==> src/logic/isa_serial_card_glue_regs.vh <==
`ifndef ISA_SERIAL_CARD_GLUE_REGS_VH
`define ISA_SERIAL_CARD_GLUE_REGS_VH

// Window geometry
`define WINDOW_SIZE          8
`define BASE_ADDR_MSB        9
`define BASE_ADDR_LSB        3

// Window offsets of each port
`define CHAN_A_DATA_PORT     3'h0
`define CHAN_A_CONTROL_PORT  3'h1
`define CHAN_B_DATA_PORT     3'h2
`define CHAN_B_CONTROL_PORT  3'h3
`define BOARD_CONTROL_STATUS 3'h4

// Board control/status fields
`define BCS_TERM_READY_A     0
`define BCS_TERM_READY_B     1
`define BCS_DMA_ENABLE       7
`define BCS_RESET            8'h00
`define BCS_DMA_ENABLE_RESET 1'b0

// Synchroniser idle levels of the controller requests and the host acknowledges
`define REQ_IDLE             4'hf
`define LINE_IDLE            4'hc

// Answer on window locations with no port behind them
`define UNUSED_READ_VALUE    8'h00

// Pin synchroniser reset values
`define STROBE_IDLE          3'h7

// Interrupt line count (2/9, 3, 4, 5, 7, 10, 11, 12, 15)
`define IRQ_LINES            9

`endif

==> src/logic/pin_sync.v <==
`timescale 1ns/100ps
`default_nettype none

// Three-stage pin synchroniser; the output only moves once stages two and
// three agree, which rejects a one-cycle glitch caught at the edge.
module pin_sync
#(
  parameter WIDTH     = 1,
  parameter RESET_VAL = 0
)
(
  input  wire             sys_clk,
  input  wire             reset_n,
  input  wire [WIDTH-1:0] pin,
  output reg  [WIDTH-1:0] level
);

  localparam [WIDTH-1:0] INIT = RESET_VAL;

  reg [WIDTH-1:0] stage1;
  reg [WIDTH-1:0] stage2;
  reg [WIDTH-1:0] stage3;

  genvar i;

  // Stage one feeds only stage two
  generate
    for (i = 0; i < WIDTH; i = i + 1)
    begin : bit_sync
      always @(posedge sys_clk)
      begin
        if (!reset_n)
        begin
          stage1[i] <= INIT[i];
          stage2[i] <= INIT[i];
          stage3[i] <= INIT[i];
          level[i]  <= INIT[i];
        end
        else
        begin
          stage1[i] <= pin[i];
          stage2[i] <= stage1[i];
          stage3[i] <= stage2[i];
          if (stage2[i] == stage3[i])
            level[i] <= stage3[i];
        end
      end
    end
  endgenerate

endmodule
`default_nettype wire

==> src/logic/window_decode.v <==
`timescale 1ns/100ps
`default_nettype none
`include "isa_serial_card_glue_regs.vh"

// Eight-location window decode against the base-select switches
module window_decode
(
  input  wire [9:0] host_addr,
  input  wire       host_aen,
  input  wire [6:0] base_select_switch,
  output wire       hit,
  output wire [2:0] offset
);

  // Closed switch (1) demands a zero, open switch (0) demands a one
  wire [6:0] want = ~base_select_switch;

  // AEN high marks a DMA cycle, where the address does not belong to us
  assign hit    = !host_aen && (host_addr[`BASE_ADDR_MSB:`BASE_ADDR_LSB] == want);
  assign offset = host_addr[`BASE_ADDR_LSB-1:0];

endmodule
`default_nettype wire

==> src/logic/isa_serial_card_glue.v <==
`timescale 1ns/100ps
`default_nettype none
`include "isa_serial_card_glue_regs.vh"

// Behaviour
// - Card answers exactly eight consecutive I/O addresses from a switch-set base.
// - Address bits 9..3 compare against seven switches; bits 2..0 pick the location.
// - Closed switch needs a zero address bit, open switch needs a one.
// - Offset 0 reaches channel A data, offset 1 channel A control.
// - Offset 2 reaches channel B data, offset 3 channel B control.
// - Offset 4 reaches the board control/status port, not the controller.
// - Interrupt drives exactly one configured IRQ line of the nine choices.
// - With no IRQ line configured, every IRQ line stays undriven.
// - Interrupt works in normal dedicated mode or in shared mode.
// - Full duplex lets channel A use two DMA channels at once.
// - Half duplex uses one DMA channel, 1 or 3, from wait/request.
// - Full duplex: receive on wait/request, transmit on ready/request, channels 1 and 3.
// - DMA transfers qualify with the acknowledge of the selected channel.
// - Permanent-enable option keeps DMA drivers enabled always.
// - Software option makes DMA drivers follow control/status bit 7.
// - With no enable option, DMA drivers stay off and no DMA occurs.
// - Reset clears the software DMA enable bit.
// - With permanent enable, the software bit has no effect on drivers.
// - Receive clock path selectable straight or inverted.
// - Transmit clock path selectable straight or inverted.
// - Transmit clock has its own enable; off blocks it from the controller.
// - Bits 0,1 write terminal-ready outputs; reads return the data-set-ready inputs.
module isa_serial_card_glue
(
  input  wire       sys_clk,
  input  wire       reset_n,
  // Host bus
  input  wire [9:0] host_addr,
  input  wire       host_aen,
  input  wire       host_ior_n,
  input  wire       host_iow_n,
  input  wire [7:0] host_data_in,
  output reg  [7:0] host_data_out,
  output reg        host_data_oe,
  output reg  [8:0] host_irq_out,
  output reg  [8:0] host_irq_oe,
  output reg        host_drq1_out,
  output reg        host_drq1_oe,
  output reg        host_drq3_out,
  output reg        host_drq3_oe,
  input  wire       host_dack1_n,
  input  wire       host_dack3_n,
  // Straps
  input  wire [6:0] base_select_switch,
  input  wire [8:0] irq_select_header,
  input  wire       irq_shared_mode,
  input  wire       dma_full_duplex,
  input  wire       dma_half_on_ch3,
  input  wire       dma_rx_on_ch1,
  input  wire       dma_perm_enable,
  input  wire       dma_sw_control,
  input  wire       rx_clock_inverted,
  input  wire       tx_clock_inverted,
  input  wire       tx_clock_gate_on,
  // Serial controller side
  output reg        scc_cs_n,
  output reg        scc_rd_n,
  output reg        scc_wr_n,
  output reg        scc_chan_a,
  output reg        scc_data_sel,
  output reg  [7:0] scc_wdata,
  input  wire [7:0] scc_rdata,
  input  wire       scc_int_n,
  input  wire       scc_wait_req_n,
  input  wire       scc_dtr_req_n,
  output reg        scc_dack_n,
  // Serial clocks and modem lines
  input  wire       rx_clock_in,
  input  wire       tx_clock_in,
  output reg        rx_clock_to_scc,
  output reg        tx_clock_to_scc,
  output reg        term_ready_a,
  output reg        term_ready_b,
  input  wire       data_set_ready_a,
  input  wire       data_set_ready_b
);

  // Synchronised pins
  wire [9:0]  addr_s;
  wire [7:0]  wdata_s;
  wire [7:0]  rdata_s;
  wire [2:0]  strobe_s;
  wire [3:0]  req_s;
  wire [3:0]  line_s;
  wire [6:0]  switch_s;
  wire [8:0]  irq_hdr_s;
  wire [9:0]  strap_s;

  wire        aen_s     = strobe_s[2];
  wire        ior_s     = ~strobe_s[1];
  wire        iow_s     = ~strobe_s[0];
  wire        int_s     = ~req_s[3];
  wire        wait_req  = ~req_s[2];
  wire        dtr_req   = ~req_s[1];
  wire        dack1     = ~line_s[3];
  wire        dack3     = ~line_s[2];
  wire        dsr_a     = line_s[1];
  wire        dsr_b     = line_s[0];
  wire        shared    = strap_s[9];
  wire        full_dup  = strap_s[8];
  wire        half_ch3  = strap_s[7];
  wire        rx_ch1    = strap_s[6];
  wire        perm_en   = strap_s[5];
  wire        sw_ctrl   = strap_s[4];
  wire        rx_inv    = strap_s[3];
  wire        tx_inv    = strap_s[2];
  wire        tx_gate   = strap_s[1];
  wire        rx_clk_s  = strap_s[0];
  wire        tx_clk_s;

  wire        hit;
  wire [2:0]  offset;

  // Software DMA enable and its derived driver enable
  reg         dma_sw_enable;
  wire        dma_drivers_on;
  // DMA channel routing
  wire        ch1_req;
  wire        ch3_req;
  wire        ch1_used;
  wire        ch3_used;
  wire        dma_ack;
  // Interrupt line selection
  wire [8:0]  irq_sel;
  wire [9:0]  lower_set;

  pin_sync #(.WIDTH(10), .RESET_VAL(0)) u_addr_sync
  (
    .sys_clk (sys_clk),
    .reset_n (reset_n),
    .pin     (host_addr),
    .level   (addr_s)
  );

  pin_sync #(.WIDTH(8), .RESET_VAL(0)) u_wdata_sync
  (
    .sys_clk (sys_clk),
    .reset_n (reset_n),
    .pin     (host_data_in),
    .level   (wdata_s)
  );

  pin_sync #(.WIDTH(8), .RESET_VAL(0)) u_rdata_sync
  (
    .sys_clk (sys_clk),
    .reset_n (reset_n),
    .pin     (scc_rdata),
    .level   (rdata_s)
  );

  // AEN resets high so nothing decodes before the bus is seen
  pin_sync #(.WIDTH(3), .RESET_VAL(`STROBE_IDLE)) u_strobe_sync
  (
    .sys_clk (sys_clk),
    .reset_n (reset_n),
    .pin     ({host_aen, host_ior_n, host_iow_n}),
    .level   (strobe_s)
  );

  pin_sync #(.WIDTH(4), .RESET_VAL(`REQ_IDLE)) u_req_sync
  (
    .sys_clk (sys_clk),
    .reset_n (reset_n),
    .pin     ({scc_int_n, scc_wait_req_n, scc_dtr_req_n, tx_clock_in}),
    .level   ({req_s[3:1], tx_clk_s})
  );
  assign req_s[0] = 1'b1;

  pin_sync #(.WIDTH(4), .RESET_VAL(`LINE_IDLE)) u_line_sync
  (
    .sys_clk (sys_clk),
    .reset_n (reset_n),
    .pin     ({host_dack1_n, host_dack3_n, data_set_ready_a, data_set_ready_b}),
    .level   (line_s)
  );

  // Straps are static but still cross in through the same filter
  pin_sync #(.WIDTH(26), .RESET_VAL(0)) u_strap_sync
  (
    .sys_clk (sys_clk),
    .reset_n (reset_n),
    .pin     ({base_select_switch, irq_select_header, irq_shared_mode,
               dma_full_duplex, dma_half_on_ch3, dma_rx_on_ch1, dma_perm_enable,
               dma_sw_control, rx_clock_inverted, tx_clock_inverted,
               tx_clock_gate_on, rx_clock_in}),
    .level   ({switch_s, irq_hdr_s, strap_s})
  );

  window_decode u_decode
  (
    .host_addr          (addr_s),
    .host_aen           (aen_s),
    .base_select_switch (switch_s),
    .hit                (hit),
    .offset             (offset)
  );

  // Drivers on by jumper, or by software bit under the software jumper
  assign dma_drivers_on = perm_en | (sw_ctrl & dma_sw_enable);

  // Half duplex sends wait/request to one channel; full duplex splits rx/tx
  assign ch1_req = full_dup ? (rx_ch1 ? wait_req : dtr_req)
                            : (!half_ch3 & wait_req);
  assign ch3_req = full_dup ? (rx_ch1 ? dtr_req : wait_req)
                            : (half_ch3 & wait_req);
  assign ch1_used = full_dup | !half_ch3;
  assign ch3_used = full_dup | half_ch3;

  // Only the acknowledge of a channel we actually route counts
  assign dma_ack = dma_drivers_on & ((ch1_used & dack1) | (ch3_used & dack3));

  // Lowest fitted jumper wins so at most one line is ever driven
  assign lower_set[0] = 1'b0;
  genvar k;
  generate
    for (k = 0; k < `IRQ_LINES; k = k + 1)
    begin : irq_pick
      assign irq_sel[k]     = irq_hdr_s[k] & !lower_set[k];
      assign lower_set[k+1] = lower_set[k] | irq_hdr_s[k];
    end
  endgenerate

  // Board control/status register; DTR bits and software DMA enable
  always @(posedge sys_clk)
  begin
    if (!reset_n)
    begin
      dma_sw_enable <= `BCS_DMA_ENABLE_RESET;
      term_ready_a  <= 1'b0;
      term_ready_b  <= 1'b0;
    end
    else if (iow_s && hit && (offset == `BOARD_CONTROL_STATUS))
    begin
      term_ready_a  <= wdata_s[`BCS_TERM_READY_A];
      term_ready_b  <= wdata_s[`BCS_TERM_READY_B];
      dma_sw_enable <= wdata_s[`BCS_DMA_ENABLE];
    end
  end

  // Controller strobes: window offsets 0-3, or a DMA cycle to channel A data
  always @(posedge sys_clk)
  begin
    if (!reset_n)
    begin
      scc_cs_n     <= 1'b1;
      scc_rd_n     <= 1'b1;
      scc_wr_n     <= 1'b1;
      scc_chan_a   <= 1'b1;
      scc_data_sel <= 1'b1;
      scc_wdata    <= 8'h00;
      scc_dack_n   <= 1'b1;
    end
    else
    begin
      scc_wdata  <= wdata_s;
      scc_dack_n <= !dma_ack;
      if (dma_ack && aen_s && (ior_s || iow_s))
      begin
        // DMA moves channel A data only
        scc_cs_n     <= 1'b0;
        scc_chan_a   <= 1'b1;
        scc_data_sel <= 1'b1;
        scc_rd_n     <= !ior_s;
        scc_wr_n     <= !iow_s;
      end
      else if (hit && !offset[2] && (ior_s || iow_s))
      begin
        scc_cs_n     <= 1'b0;
        scc_chan_a   <= !offset[1];
        scc_data_sel <= !offset[0];
        scc_rd_n     <= !ior_s;
        scc_wr_n     <= !iow_s;
      end
      else
      begin
        scc_cs_n <= 1'b1;
        scc_rd_n <= 1'b1;
        scc_wr_n <= 1'b1;
      end
    end
  end

  // Read return; unused window slots still answer so the window is eight wide
  always @(posedge sys_clk)
  begin
    if (!reset_n)
    begin
      host_data_out <= 8'h00;
      host_data_oe  <= 1'b0;
    end
    else
    begin
      host_data_oe <= ior_s && (hit || (dma_ack && aen_s));
      if (dma_ack && aen_s)
        host_data_out <= rdata_s;
      else if (!offset[2])
        host_data_out <= rdata_s;
      else if (offset == `BOARD_CONTROL_STATUS)
        host_data_out <= {6'h00, dsr_b, dsr_a};
      else
        host_data_out <= `UNUSED_READ_VALUE;
    end
  end

  // Interrupt routing; shared mode releases the line when idle
  always @(posedge sys_clk)
  begin
    if (!reset_n)
    begin
      host_irq_out <= 9'h000;
      host_irq_oe  <= 9'h000;
    end
    else
    begin
      host_irq_out <= irq_sel & {`IRQ_LINES{int_s}};
      if (shared)
        host_irq_oe <= irq_sel & {`IRQ_LINES{int_s}};
      else
        host_irq_oe <= irq_sel;
    end
  end

  // DMA request drivers; tri-stated unless enabled and routed
  always @(posedge sys_clk)
  begin
    if (!reset_n)
    begin
      host_drq1_out <= 1'b0;
      host_drq1_oe  <= 1'b0;
      host_drq3_out <= 1'b0;
      host_drq3_oe  <= 1'b0;
    end
    else
    begin
      host_drq1_out <= dma_drivers_on & ch1_req;
      host_drq1_oe  <= dma_drivers_on & ch1_used;
      host_drq3_out <= dma_drivers_on & ch3_req;
      host_drq3_oe  <= dma_drivers_on & ch3_used;
    end
  end

  // Serial clock paths; oversampled, so a few cycles of delay is the cost
  always @(posedge sys_clk)
  begin
    if (!reset_n)
    begin
      rx_clock_to_scc <= 1'b0;
      tx_clock_to_scc <= 1'b0;
    end
    else
    begin
      rx_clock_to_scc <= rx_clk_s ^ rx_inv;
      tx_clock_to_scc <= tx_gate & (tx_clk_s ^ tx_inv);
    end
  end

endmodule
`default_nettype wire

==> config.mk <==
export PLATFORM = sky130hd
export DESIGN_NAME = isa_serial_card_glue
export DESIGN_NICKNAME = d
export VERILOG_FILES = /design/src/logic/pin_sync.v /design/src/logic/window_decode.v /design/src/logic/isa_serial_card_glue.v
export VERILOG_INCLUDE_DIRS = /design/src /design/src/logic
export SDC_FILE = /design/constraint.sdc
export NUM_CORES = 1
export LEC_CHECK = 0
export ABC_AREA = 1
export ABC_CLOCK_PERIOD_IN_PS = 1510
export BUFFER_PORTS_ARGS = -buffer_cell sky130_fd_sc_hd__buf_4
export CAP_MARGIN = 20
export CORE_MARGIN = 2
export CORE_UTILIZATION = 25
export DETAILED_ROUTE_END_ITERATION = 12
export PLACE_DENSITY = 0.42
export SYNTH_ARGS = -nofsm -noshare
export SYNTH_HDL_FRONTEND = slang
export SYNTH_SLANG_ARGS = --single-unit
==> constraint.sdc <==
create_clock -name sys_clk -period 1.51 [get_ports sys_clk]
set_input_delay 0.2265 -clock sys_clk [delete_from_list [all_inputs] [get_ports sys_clk]]
set_output_delay 0.2265 -clock sys_clk [all_outputs]
set_load 0.01 [all_outputs]
## Word level (Yosys, flattened, before mapping)

Cells that the tools add are included.

- Register bits: 302
- Input bits: 65
- Word-level logic and storage cells: 418

- Equal/unequal tests: 65
- Muxes and demuxes: 14
- Bitwise logic cells: 42
- Reduce and logical (&&, ||, !) cells: 25

Operators with widths:

| operator | number |
|---|---|
| $eq A1 B1 Y1 | 63 |
| $and A1 B1 Y1 | 19 |
| $mux W8 | 2 |
| $logic_not A1 Y1 | 14 |
| $or A1 B1 Y1 | 11 |
| $mux W1 | 10 |
| $and A9 B9 Y9 | 1 |
| $mux W9 | 1 |
| $logic_and A1 B1 Y1 | 8 |
| $not A1 Y1 | 8 |
| $eq A7 B7 Y1 | 1 |
| $not A7 Y7 | 1 |
| $eq A3 B3 Y1 const B | 1 |
| $logic_or A1 B1 Y1 | 2 |
| $mux W2 | 1 |
| $reduce_or A2 Y1 | 1 |
| $xor A1 B1 Y1 | 2 |

## Depth between registers and ports, before layout

Gate-level depths: netlist of the first run.

- Word-level depth: 11
- Depth in mapped cells: 9
- Mapped depth without buffers: 9

## Cells and area by module

Synthesis of the first run repeated with hierarchy kept, for this count alone.

- Cell total of the unflattened synthesis: 1130
- Area total of the unflattened synthesis: 9567.9 µm²

By module, submodules not included:

| module | times used | cells each | area an instance (µm²) |
|---|---|---|---|
| pin_sync at u_strap_sync | 1 | 349 | 3098.0 |
| pin_sync at u_rdata_sync ... | 2 | 107 | 979.7 |
| isa_serial_card_glue | 1 | 209 | 1706.6 |
| pin_sync at u_addr_sync | 1 | 134 | 1183.6 |
| pin_sync at u_req_sync | 1 | 70 | 546.8 |
| pin_sync at u_line_sync | 1 | 61 | 501.7 |
| pin_sync at u_strobe_sync | 1 | 52 | 400.4 |
| window_decode | 1 | 41 | 171.4 |

## Worst setup path after synthesis of the first run

OpenSTA, ideal clock, no wires.

- Path kind: flip-flop to flip-flop
- Start point: register u_strap_sync.level[19]
- End point: register scc_rd_n
- Library setup time: 0.116 ns
- Arrival: 0.979 ns
- Data required time: 1.394 ns
- Setup slack: 0.415 ns
- Stages on the path, launching flop included: 8
- Path buffers: 0
- Period minus slack after synthesis: 1.095 ns
- Cells stage by stage: dfxtp_1 -> nor2_1 -> nor2_2 -> nand2_1 -> nor2_4 -> nand2_1 -> a21oi_4 -> nand2_1

- Cells in the longest elaborated chain, start to end: 7

RTL lines:

| element | line | RTL |
|---|---|---|
| start: declaration | pin_sync.v:15 | `output reg [WIDTH-1:0] level` |
| start signal: indexed assignment | pin_sync.v:37 | `level[i] <= INIT[i];` |
| start signal: indexed assignment | pin_sync.v:45 | `level[i] <= stage3[i];` |
| $not A7 Y7 | window_decode.v:16 | `wire [6:0] want = ~base_select_switch;` |
| $eq A7 B7 Y1 | window_decode.v:19 | `` assign hit = !host_aen && (host_addr[`BASE_ADDR_MSB:`BASE_ADDR_LSB] == want); `` |
| $logic_and A1 B1 Y1 | window_decode.v:19 |  |
| $logic_and A1 B1 Y1 (2 in a row) | isa_serial_card_glue.v:271 | `else if (hit && !offset[2] && (ior_s \|\| iow_s))` |
| $mux W1 | isa_serial_card_glue.v:271 |  |
| $mux W1 | isa_serial_card_glue.v:262 | `if (dma_ack && aen_s && (ior_s \|\| iow_s))` |
| end signal: assignment | isa_serial_card_glue.v:268 | `scc_rd_n <= !ior_s;` |
| end signal: assignment | isa_serial_card_glue.v:276 | `scc_rd_n <= !ior_s;` |
| end: declaration | isa_serial_card_glue.v:62 | `output reg scc_rd_n,` |

No other way between the ends.
A chain may end at the register's enable or synchronous reset.

==> impl_results.md, run 1 <==
* GPL Wtd Cong at 0.697
* WL final at 18,200 um
* Final Max Slew Viols at 0
* Port Buf Inserts at between 100 and 150
* Yosys top cell area share at 0.647
* Min-delay worst type: reg -> reg
* Max Cap Violations at 0
* Pwr Density at about 1400 nW/um^2
* P&R area growth vs syn at 34.0%
* Root Buffer: clkbuf_16
* Worst path arrival time at roughly 1.7 ns
* Slew margin rel. at 0.760
* Top cells by count, synth: dfxtp_1 (302), nand2_1 (220), inv_1 (205), nor2_1 (89), a21oi_1 (65)
* RSZ-0062 raised after global routing: no
* Fin Clk Skew at around 0.021 ns
* Total vias in the final route at roughly 6,500
* Vias in the first global route at 6,137
* Clk Latency, worst-skew pair at approximately 0.52 ns
* Die W at between 150 and 200 um
* R2r setup slk at between 0.2 and 0.3 ns
* Initial antenna violation count at 0
* Post-synth EDFFs at 0
* # diodes at 0
* Worst EP required at roughly 2 ns
* Sink Count at 302
* WHS Path Cells at 1
* TritonCTS clock tree: built
* Clock transition at path regs at ~0.060 ns
* Final instance area at 12,500 sq um
* Ys async rst share at 0
* Post-Syn Nets at between 1,000 and 1,500
* GRT overflow at 0
* Max incr delay on CP at 0.56 ns
* Hold_ws at 0.385 ns
* Pre-CTS WS at around 0.25 ns
* Worst Tran Pin Value at about 0.36 ns
* Fin nets at approximately 1,300
* Initial Util at 0.255
* Count of cell types in the netlist at 32
* Register area share after synthesis at 0.647
* PnR Total Power at 16.9 mW
* CP Max Fanout at approximately 50
* Setup TNS Final at 0 ns
* Final setup fails at 0
* Yosys top cell by area: dfxtp_1
* Syn Inst Count at 1,055
* Fin crit period at 1.28 ns
* H-tree depth at 2
* Fin. Hold Viols at 0
* Hold Buf Count CTS at 64
* Top-count cell post-synth: dfxtp_1
* CP cell instances: dlygate4sd3_1 -> buf_6 -> buf_12 -> buf_4 -> nand2_1 -> inv_2 -> o21bai_1 -> inv_1
* Die Height at roughly 200 um
* Core area at 36,700 sq um
* IO Pins at approximately 110
* Synthesized area at between 9000 and 10,000 sq um
* #FFs+latches synth at about 300
* Largest net degree at the start of global routing at 50
* Detailed placement HPWL at ~12,000 um
* Clock Path Buffers at 3
* Synth top area cells: dfxtp_1 (65%), nand2_1 (8.8%), inv_1 (8.2%), nor2_1 (3.6%), a21oi_1 (3.5%)
* Lkg Pwr at 6.32 nW
* Crit Path Category: in -> reg
* Status: finished clean
* Core Rows at 70
* Total track usage at 0.0945
* PostCTS Resize Cnt at 0
* 1st-iter DRT viols at around 210
* Detail-routed net length per standard cell at approximately 10 um
* DRT Pass-1 Iters at 4
* Post-CTS setup buffer count at 0
* Top FF cell, synth: dfxtp_1
* Critical-path top delay cell: dlygate4sd3_1
* Share of cells above drive strength 1 at 0.177
* Dpl cell area at 10,800 sq um
* Syn_area_per_cell at between 8 and 9 sq um
* Synth warn at 0
* Max Clock Freq at ~0.8 GHz
* Worst setup SP type: input pin
* Die area at between 30,000 and 40,000 sq um
* Depth of the most critical reg-to-reg path at 7
* Tcrit/Tclk final at 0.845
* CTS buffer count at 35
* Final worst slack at 0.234 ns
* DR DRC count at 0
* ANT nets after route at 0
* CP Capture Type: flop
* Peak VDD IR at 0.677 mV
* Via density at 3.75
* Global-route wire length before repair at a little under 30,000 um
## area by class of cell
class / instances / area (sq um)
clock inverter: 7 / 108
inverter: 217 / 817
timing repair buffer: 187 / 1630
tap: 468 / 586
clock buffer: 48 / 995
sequential: 302 / 6050
fill: 3803 / 24200
multi-input combinational: 507 / 2340
## final timing paths
kind | start | endpoint
hold / removal | u_line_sync.stage1[2] | u_line_sync.stage2[2]
setup reg to reg | u_strap_sync.level[23] | scc_rd_n
setup / recovery | reset_n | u_wdata_sync.level[5]
hold reg to reg | u_line_sync.stage1[2] | u_line_sync.stage2[2]
## layer usage
metal / track usage / up-vias / share of wire
met2: 0.147 / 102 / 0.43
met3: 0.0270 / 35 / 0.049
met1: 0.123 / 2851 / 0.49
li1: - / 3522 / -
met4: 0.0379 / 0 / 0.027
met5: 0 / - / 0
## kinds of logic (layout without fill, tap and decap cells)
group,Yosys count,in the layout,synth area share
AOI/OAI and AO/OA,130,130,0.0766
xor gates and xnor gates,1,1,0.000938
adders and majority gates,2,2,0.00214
buffers and inverters,246,459,0.102
DFF,302,302,0.647
and+or+nand+nor,374,374,0.171
## registers in the layout (all words and copies together), names as in the netlist, 9 cells and up
signal	flops
u_addr_sync.stage1	10
host_irq_out	9
u_addr_sync.stage3	10
u_addr_sync.level	10
u_strap_sync.stage1	26
u_strap_sync.stage3	26
u_addr_sync.stage2	10
u_strap_sync.level	26
u_strap_sync.stage2	26
host_irq_oe	9
## worst max-delay path: cells and delay by family
kind            cells  cell delay (ns)
buf+inv             6             1.32
compound gates      1             0.06
simple gates        1             0.08
## report_power, final
group          switching [mW]  internal [mW]
clock                    3.13           4.92
sequential             0.0864           8.18
combinational           0.275          0.346
## cell usage in the layout, fill, tap and decap left out, types with 2 or more instances in the layout
cell,Yosys,layout
clkinv_8,0,2
nand2_1,220,220
o21ai_0,47,47
clkbuf_1,7,6
nand2_2,3,3
clkbuf_16,0,35
dlygate4sd3_1,0,64
nor3_1,2,2
o22ai_1,2,2
clkbuf_8,0,7
or2_2,18,18
inv_2,11,11
a21oi_1,65,65
nor2_4,3,3
nand2_4,2,2
nand3_1,10,10
clkinv_2,0,3
dfxtp_1,302,302
nor2_2,9,9
nand4_1,6,6
bufinv_16,0,2
a21o_1,6,6
or2_1,9,9
nor2_1,89,89
buf_12,0,5
inv_1,205,205
o21bai_1,5,5
buf_4,1,117
nand3_2,2,2
maj3_1,2,2
## through the flow
| step | util | instances |
|---|---|---|
| after floorplan | - | 1055 |
| after global placement | 0.294 | 1617 |
| after detailed placement | 0.294 | 1617 |
| after CTS | 0.341 | 1736 |
| after global routing | 0.341 | 1736 |
| final | 0.341 | 1736 |
Power figures use the tool's default switching activity.
==> inputs of run 2 (changes only) <==
ABC_CLOCK_PERIOD_IN_PS = 1100   (was 1510)
PLACE_DENSITY = 0.43   (was 0.42)
clock period = 1.1 ns   (was 1.51 ns; I/O delays follow)
==> run 2 against run 1 <==
Against the previous run:
- register-to-register slack worse by 0.39 ns
- largest cell class unchanged
- largest power group is now clock
- non-clock buffer count grew 39
- cell count increased by 2.8%
- die area is the same
- utilization rose by 1.9 points
- via count up 2.4%
- wire length increased by 0.92%
- the run now ends with setup timing left
- final area up 5.5%
- clock skew is 0.0079 ns lower
==> impl_results.md, run 2 (same netlist as run 1, synthesis figures left out) <==
* Clk Latency, worst-skew pair at 0.51 ns (about the same)
* Max Clock Freq at around 0.81 GHz
* FF-to-FF End: term_ready_a
* # diodes at 0 (unchanged)
* WL final at 18,300 um (+0.92%)
* Total track usage at 0.0975 (+0.00300)
* Most frequent cells in the layout: dfxtp_1 (245), nand2_1 (216), inv_1 (205)
* Clock Path Buffers at 3 (unchanged)
* CTS buffer count at 36 (+2.9%)
* Core Rows at 70 (unchanged)
* Placed insts at 1,649 (+2.0%)
* Worst setup endpoint: term_ready_a
* IO Pins at 114 (unchanged)
* Fin nets at 1,355 (+3.0%)
* Sink Count at 302 (unchanged)
* Final Max Slew Viols at 0 (unchanged)
* Hold_ws at 0.0779 ns (-0.307 ns)
* H-tree depth at 2 (unchanged)
* Fin cells at 1,784 (+2.8%)
* R2r setup slk at -0.13 ns (-0.39 ns)
* CP Max Fanout at 6 (-88%)
* Storage element area at 6120 sq um (+1.2%)
* Clock transition at path regs at 0.05 ns (about the same)
* Fin crit period at roughly 1.2 ns
* CP Capture Type: flop
* Detail-routed net length per standard cell at 10.3 um (-1.8%)
* Tcrit/Tclk final at 1.12
* Failing checks: setup timing
* Die Height at 197 um (unchanged)
* Reg-to-reg startpoint: u_addr_sync.level[8]
* PnR Total Power at 23.6 mW (+39%)
* Global-route wire length before repair at 31,000 um (+3.9%)
* Sw frac at 0.207 (+0.000751)
* P&R area growth vs syn at 41.4%
* Min-delay worst type: in -> reg
* Max Cap Violations at 0 (unchanged)
* GRT overflow at 0 (unchanged)
* Initial Util at 0.255 (unchanged)
* Lkg Pwr at 6.63 nW (+4.9%)
* ANT nets after route at 0 (unchanged)
* Most common cell after layout, fill and taps aside: dfxtp_1
* Final setup fails at 42 (+42)
* Detailed placement HPWL at 11,800 um (-1.6%)
* Switching power at 4.88 mW (+40%)
* Total vias in the final route at 6,666 (+2.4%)
* Crit Path Category: reg -> reg
* Pwr Density at 1790 nW/um^2 (+32%)
* Fin. Hold Viols at 0 (unchanged)
* Slew margin rel. at 0.789 (+0.0292)
* Worst path arrival time at 1.67 ns (-0.06 ns)
* Status: finished, violations left
* Vias in the first global route at 6,487 (+5.7%)
* Core area at 36,700 sq um (unchanged)
* Depth of the most critical reg-to-reg path at 9 (+2)
* Final worst slack at -0.129 ns (-0.363 ns)
* RSZ-0062 raised after global routing: yes
* Via density at 3.74 (-0.36%)
* Dpl cell area at 11,000 sq um (+2.1%)
* DR DRC count at 0 (unchanged)
* Clock power share at 0.482 (+0.007)
* Final instance area at 13,200 sq um (+5.5%)
* Worst EP required at 1.54 ns (-0.42 ns)
* Area of the multi-input gates at 2420 sq um (+3.3%)
* Combinational power share at 0.036 (about the same)
* Share of cells above drive strength 1 at 0.258 (+0.0817)
* Fill cells at 3,778 (-0.66%)
* Port Buf Inserts at 113 (unchanged)
* Worst setup SP type: flop
* TritonCTS clock tree: built
* Critical path origin: u_addr_sync.level[8]
* Initial antenna violation count at 0 (unchanged)
* GPL Wtd Cong at 0.699 (+0.24%)
* P_int at 18.7 mW (+39%)
* Largest net degree at the start of global routing at 74 (+48%)
* Root Buffer: clkbuf_16
* Peak VDD IR at 0.760 mV (+12%)
* Die W at 197 um (unchanged)
* Share of power burned in registers at 0.481 (-0.007)
* Worst Tran Pin Value at 0.316 ns (-0.0425 ns)
* Die area at 38,900 sq um (unchanged)
* 1st-iter DRT viols at 171 (-18%)
* Fin Clk Skew at 0.0131 ns (-0.00786 ns)
* DRT Pass-1 Iters at 6 (+2)
[run 2: worst min path at each step]
stage	from	endpoint	slack, ns	cells after the start
after floorplan	host_addr[0]	u_addr_sync.stage1[0]	0.26	2
after global placement	tx_clock_inverted	u_strap_sync.stage1[2]	0.35	3
after detailed placement	host_addr[7]	u_addr_sync.stage1[7]	0.35	3
after CTS	reset_n	host_irq_out[0]	0.06	4
after global routing	reset_n	host_irq_out[0]	0.08	4
final	reset_n	host_irq_out[0]	0.08	4
[run 2: cell type report]
| cell class | instances | share of cell area |
|---|---|---|
| inverters | 217 | 0.0623 |
| flip-flops and latches | 302 | 0.463 |
| well taps | 468 | 0.0443 |
| multi-input cells | 507 | 0.183 |
| clock buffers | 57 | 0.0850 |
| clock inverters | 7 | 0.00351 |
| repair buffers | 226 | 0.158 |
[run 2: stage by stage]
step	TNS [ns]	worst slack, ns	utilization
CTS	-3.52	-0.148	0.357
floorplan	0	0.00550	-
detailed placement	-1.39	-0.154	0.300
global route	-5.24	-0.271	0.360
global placement	-0.953	-0.130	0.300
finish	-1.40	-0.129	0.360
[run 2: power groups by stage]
stage	Combinational, mW	Sequential [mW]	Clock [mW]
floorplan	0.379	11.6	0
global placement	0.690	11.6	0
detailed placement	0.696	11.6	0
CTS	0.879	11.3	11.9
global route	0.981	11.4	12.4
finish	0.857	11.3	11.4
[run 2: critical path, stage by stage, from the launching register on]
cell     delay, ns
dfxtp_2       0.32
nand2_1       0.05
inv_1         0.03
nor2_1        0.08
nand2_1       0.11
nor2_4        0.21
nand3_4       0.14
nand2_1       0.08
nand2_1       0.04
nor2_1        0.08
[run 2: metal layers]
layer | up-vias | global-route usage | wire [um]
met5 | - | 0 | 0
met4 | 0 | 0.0407 | 565
met3 | 47 | 0.0265 | 864
met2 | 111 | 0.160 | 8200
met1 | 2896 | 0.121 | 8700
li1 | 3612 | - | -
[run 2: timing repair]
| item | 4_1_cts | 5_1_grt |
|---|---|---|
| endpoints found under the hold margin | 63 | 0 |
| setup endpoints to repair | 64 | 73 |
| buffers inserted | 6 | 2 |
| pin swaps | 7 | 11 |
| hold buffers | 63 | 0 |
| gates resized for setup | 97 | 31 |
==> inputs of run 3 (changes only) <==
CELL_PAD_IN_SITES_DETAIL_PLACEMENT = 0   (was default)
CELL_PAD_IN_SITES_GLOBAL_PLACEMENT = 1   (was default)
PLACE_DENSITY = 0.53   (was 0.43)
==> run 3 against run 2 <==
Against the previous run:
- the flow still finishes with violations (setup timing)
- clock skew down 0.0013 ns
- wire length rose by 0.53%
- first-iteration DRC count up 48%
- sequential share of layout area decreased by 0.091 points
- via count up 0.68%
- utilization barely moved
- non-clock buffer count is the same
- largest power group is now sequential cells
- clock power about the same
- global-route usage about the same
- highest routed layer unchanged
- sequential cell count unchanged
- die area unchanged
==> impl_results.md, run 3 (same netlist as run 1, synthesis figures left out) <==
* P_int at 18.8 mW (+0.65%)
* FF-to-FF End: scc_rd_n
* Worst path arrival time at 1.57 ns (-0.10 ns)
* Pre-CTS WS at -0.126 ns (+0.0273 ns)
* Max Clock Freq at 0.847 GHz (+4.1%)
* Placed insts at 1,653 (+0.24%)
* Initial Util at 0.255 (unchanged)
* Most Used Layer, Global Route: met2
* RSZ-0062 raised after global routing: yes
* Sink Count at 302 (unchanged)
* Clock transition at path regs at 0.06 ns (about the same)
* Fin. Hold Viols at 0 (unchanged)
* Reg-to-reg startpoint: u_addr_sync.level[5]
* Clk Latency, worst-skew pair at 0.50 ns (about the same)
* Root Buffer: clkbuf_16
* Tcrit/Tclk final at 1.07 (-0.0443)
* Fin Clk Skew at 0.0118 ns (-0.00132 ns)
* Clock power share at 0.481 (about the same)
* Largest net degree at the start of global routing at 67 (-9.5%)
* Fin util at 0.360 (about the same)
* Combinational power share at 0.038 (+0.002)
* Detail-routed net length per standard cell at 10.3 um (+0.70%)
* P&R area growth vs syn at 41.5% (about the same)
* DR DRC count at 0 (unchanged)
* Worst Hold Path EP: u_strobe_sync.stage3[1]
* Total track usage at 0.0975 (about the same)
* Detailed placement HPWL at 12,100 um (+2.8%)
* Peak VDD IR at 0.784 mV (+3.2%)
* GRT overflow at 0 (unchanged)
* # diodes at 0 (unchanged)
* Core area at 36,700 sq um (unchanged)
* Status: finished, violations left
* Worst Tran Pin Value at 0.315 ns (-0.00135 ns)
* Lkg Pwr at 6.62 nW (about the same)
* Initial antenna violation count at 0 (unchanged)
* Fin cells at 1,781 (-0.17%)
* Worst EP required at 1.49 ns (-0.05 ns)
* Worst setup SP type: flop
* CTS buffer count at 35 (-2.8%)
* 1st-iter DRT viols at 253 (+48%)
* Slew margin rel. at 0.790 (+0.000898)
* Depth of the most critical reg-to-reg path at 8 (-1)
* Most frequent cells in the layout: dfxtp_1 (248), nand2_1 (215), inv_1 (204)
* Vias in the first global route at 6,384 (-1.6%)
* Failing checks: setup timing
* Global-route wire length before repair at 30,800 um (-0.58%)
* HP Start: reset_n
* Min-delay worst type: in -> reg
* Share of cells above drive strength 1 at 0.256 (-0.00246)
* Grt met1 use at 0.123 (+0.00241)
* Setup TNS Final at -0.680 ns (+0.719 ns)
* Switching power at 4.76 mW (-2.5%)
* WL final at 18,400 um (+0.53%)
* Total vias in the final route at 6,711 (+0.68%)
* Final worst slack at -0.0801 ns (+0.0487 ns)
* H-tree depth at 2 (unchanged)
* ANT nets after route at 0 (unchanged)
* DRT Pass-1 Iters at 4 (-2)
* Share of power burned in registers at 0.481 (about the same)
* PnR Total Power at 23.6 mW (about the same)
* CP Capture Type: flop
* Final Max Slew Viols at 0 (unchanged)
* Max Cap Violations at 0 (unchanged)
* Port Buf Inserts at 113 (unchanged)
* Clock Path Buffers at 3 (unchanged)
* CP Max Fanout at 4 (-2)
* Most common cell after layout, fill and taps aside: dfxtp_1
* Sw frac at 0.202 (-0.00519)
* Critical path origin: u_addr_sync.level[5]
* Die Height at 197 um (unchanged)
* Crit Path Category: reg -> reg
* Pwr Density at 1780 nW/um^2 (-0.10%)
* Final setup fails at 22 (-48%)
* IO Pins at 114 (unchanged)
* Fin nets at 1,354 (-0.074%)
* TritonCTS clock tree: built
* Die W at 197 um (unchanged)
* Via density at 3.77 (+0.84%)
* WHS Path Cells at 3 (-1)
* Met3 layer usage reported by global route at 0.0229 (-0.00359)
* Core Rows at 70 (unchanged)
* Die area at 38,900 sq um (unchanged)
* R2r setup slk at -0.08 ns (+0.05 ns)
* Fin crit period at 1.18 ns (-0.0487 ns)
* Met2 GRT Util at 0.160 (+0.000391)
* Fill cells at 3,791 (+0.34%)
* GPL Wtd Cong at 0.672 (-3.9%)
==> run 3: cell types whose count changed in the layout (fill, tap and decap cells not counted), sizes merged <==
| cell | change |
|---|---|
| clkinv | -4 |
| bufinv | +2 |
| clkbuf | -1 |
==> run 3: layout make-up <==
class / instances / area (sq um) / share of cell area
Clock buffer: 56 / 1070 / 0.0807
Clock inverter: 5 / 75.1 / 0.00568
Inverter: 217 / 822 / 0.0622
Multi-Input combinational cell: 507 / 2420 / 0.183
Sequential cell: 302 / 6110 / 0.463
Tap cell: 468 / 586 / 0.0443
Timing Repair Buffer: 226 / 2130 / 0.161
==> run 3: worst max-delay path, cell delays in order (launching register included) <==
cell and delay (ns):
dfxtp_2 0.32, nand2_1 0.06, inv_1 0.03, nor2_1 0.10, nand2_2 0.09, nor2_4 0.18, nand2_2 0.11, a21oi_4 0.14
nand2_1 0.06
==> run 3: power by group through the flow <==
stage          Sequential (mW)  Clock (mW)  Combinational (mW)
6_report                  11.3        11.3               0.891
5_1_grt                   11.4        12.3                1.01
4_1_cts                   11.3        11.9               0.914
3_5_place_dp              11.6           0               0.730
3_3_place_gp              11.6           0               0.726
2_1_floorplan             11.6           0               0.379
==> run 3: repair_timing <==
item,CTS,global route
resized for setup,98,30
endpoints found under the setup margin,70,74
hold buffers,63,0
buffers inserted,3,2
endpoints found under the hold margin,63,0
pin swaps,6,14
==> run 3: worst max path at each step <==
stage	end	slack, ns	depth (start not counted)
after floorplan	scc_rd_n	0.005	7
after global placement	scc_rd_n	-0.11	8
after detailed placement	scc_rd_n	-0.13	8
after CTS	dma_sw_enable	-0.12	8
after global routing	term_ready_b	-0.22	9
final	scc_rd_n	-0.08	8
==> run 3: stage by stage <==
stage / hold WS [ns] / instance area [sq um]
2_1_floorplan: 0.263 / 9340
3_3_place_gp: 0.347 / 11100
3_5_place_dp: 0.348 / 11100
4_1_cts: 0.0708 / 13100
5_1_grt: 0.0899 / 13200
6_report: 0.0860 / 13200
==> run 3: routing by layer <==
metal / vias to the layer above / share of wire
met5: - / 0
met4: 0 / 0.028
met3: 37 / 0.041
met2: 94 / 0.46
met1: 2970 / 0.48
li1: 3610 / -
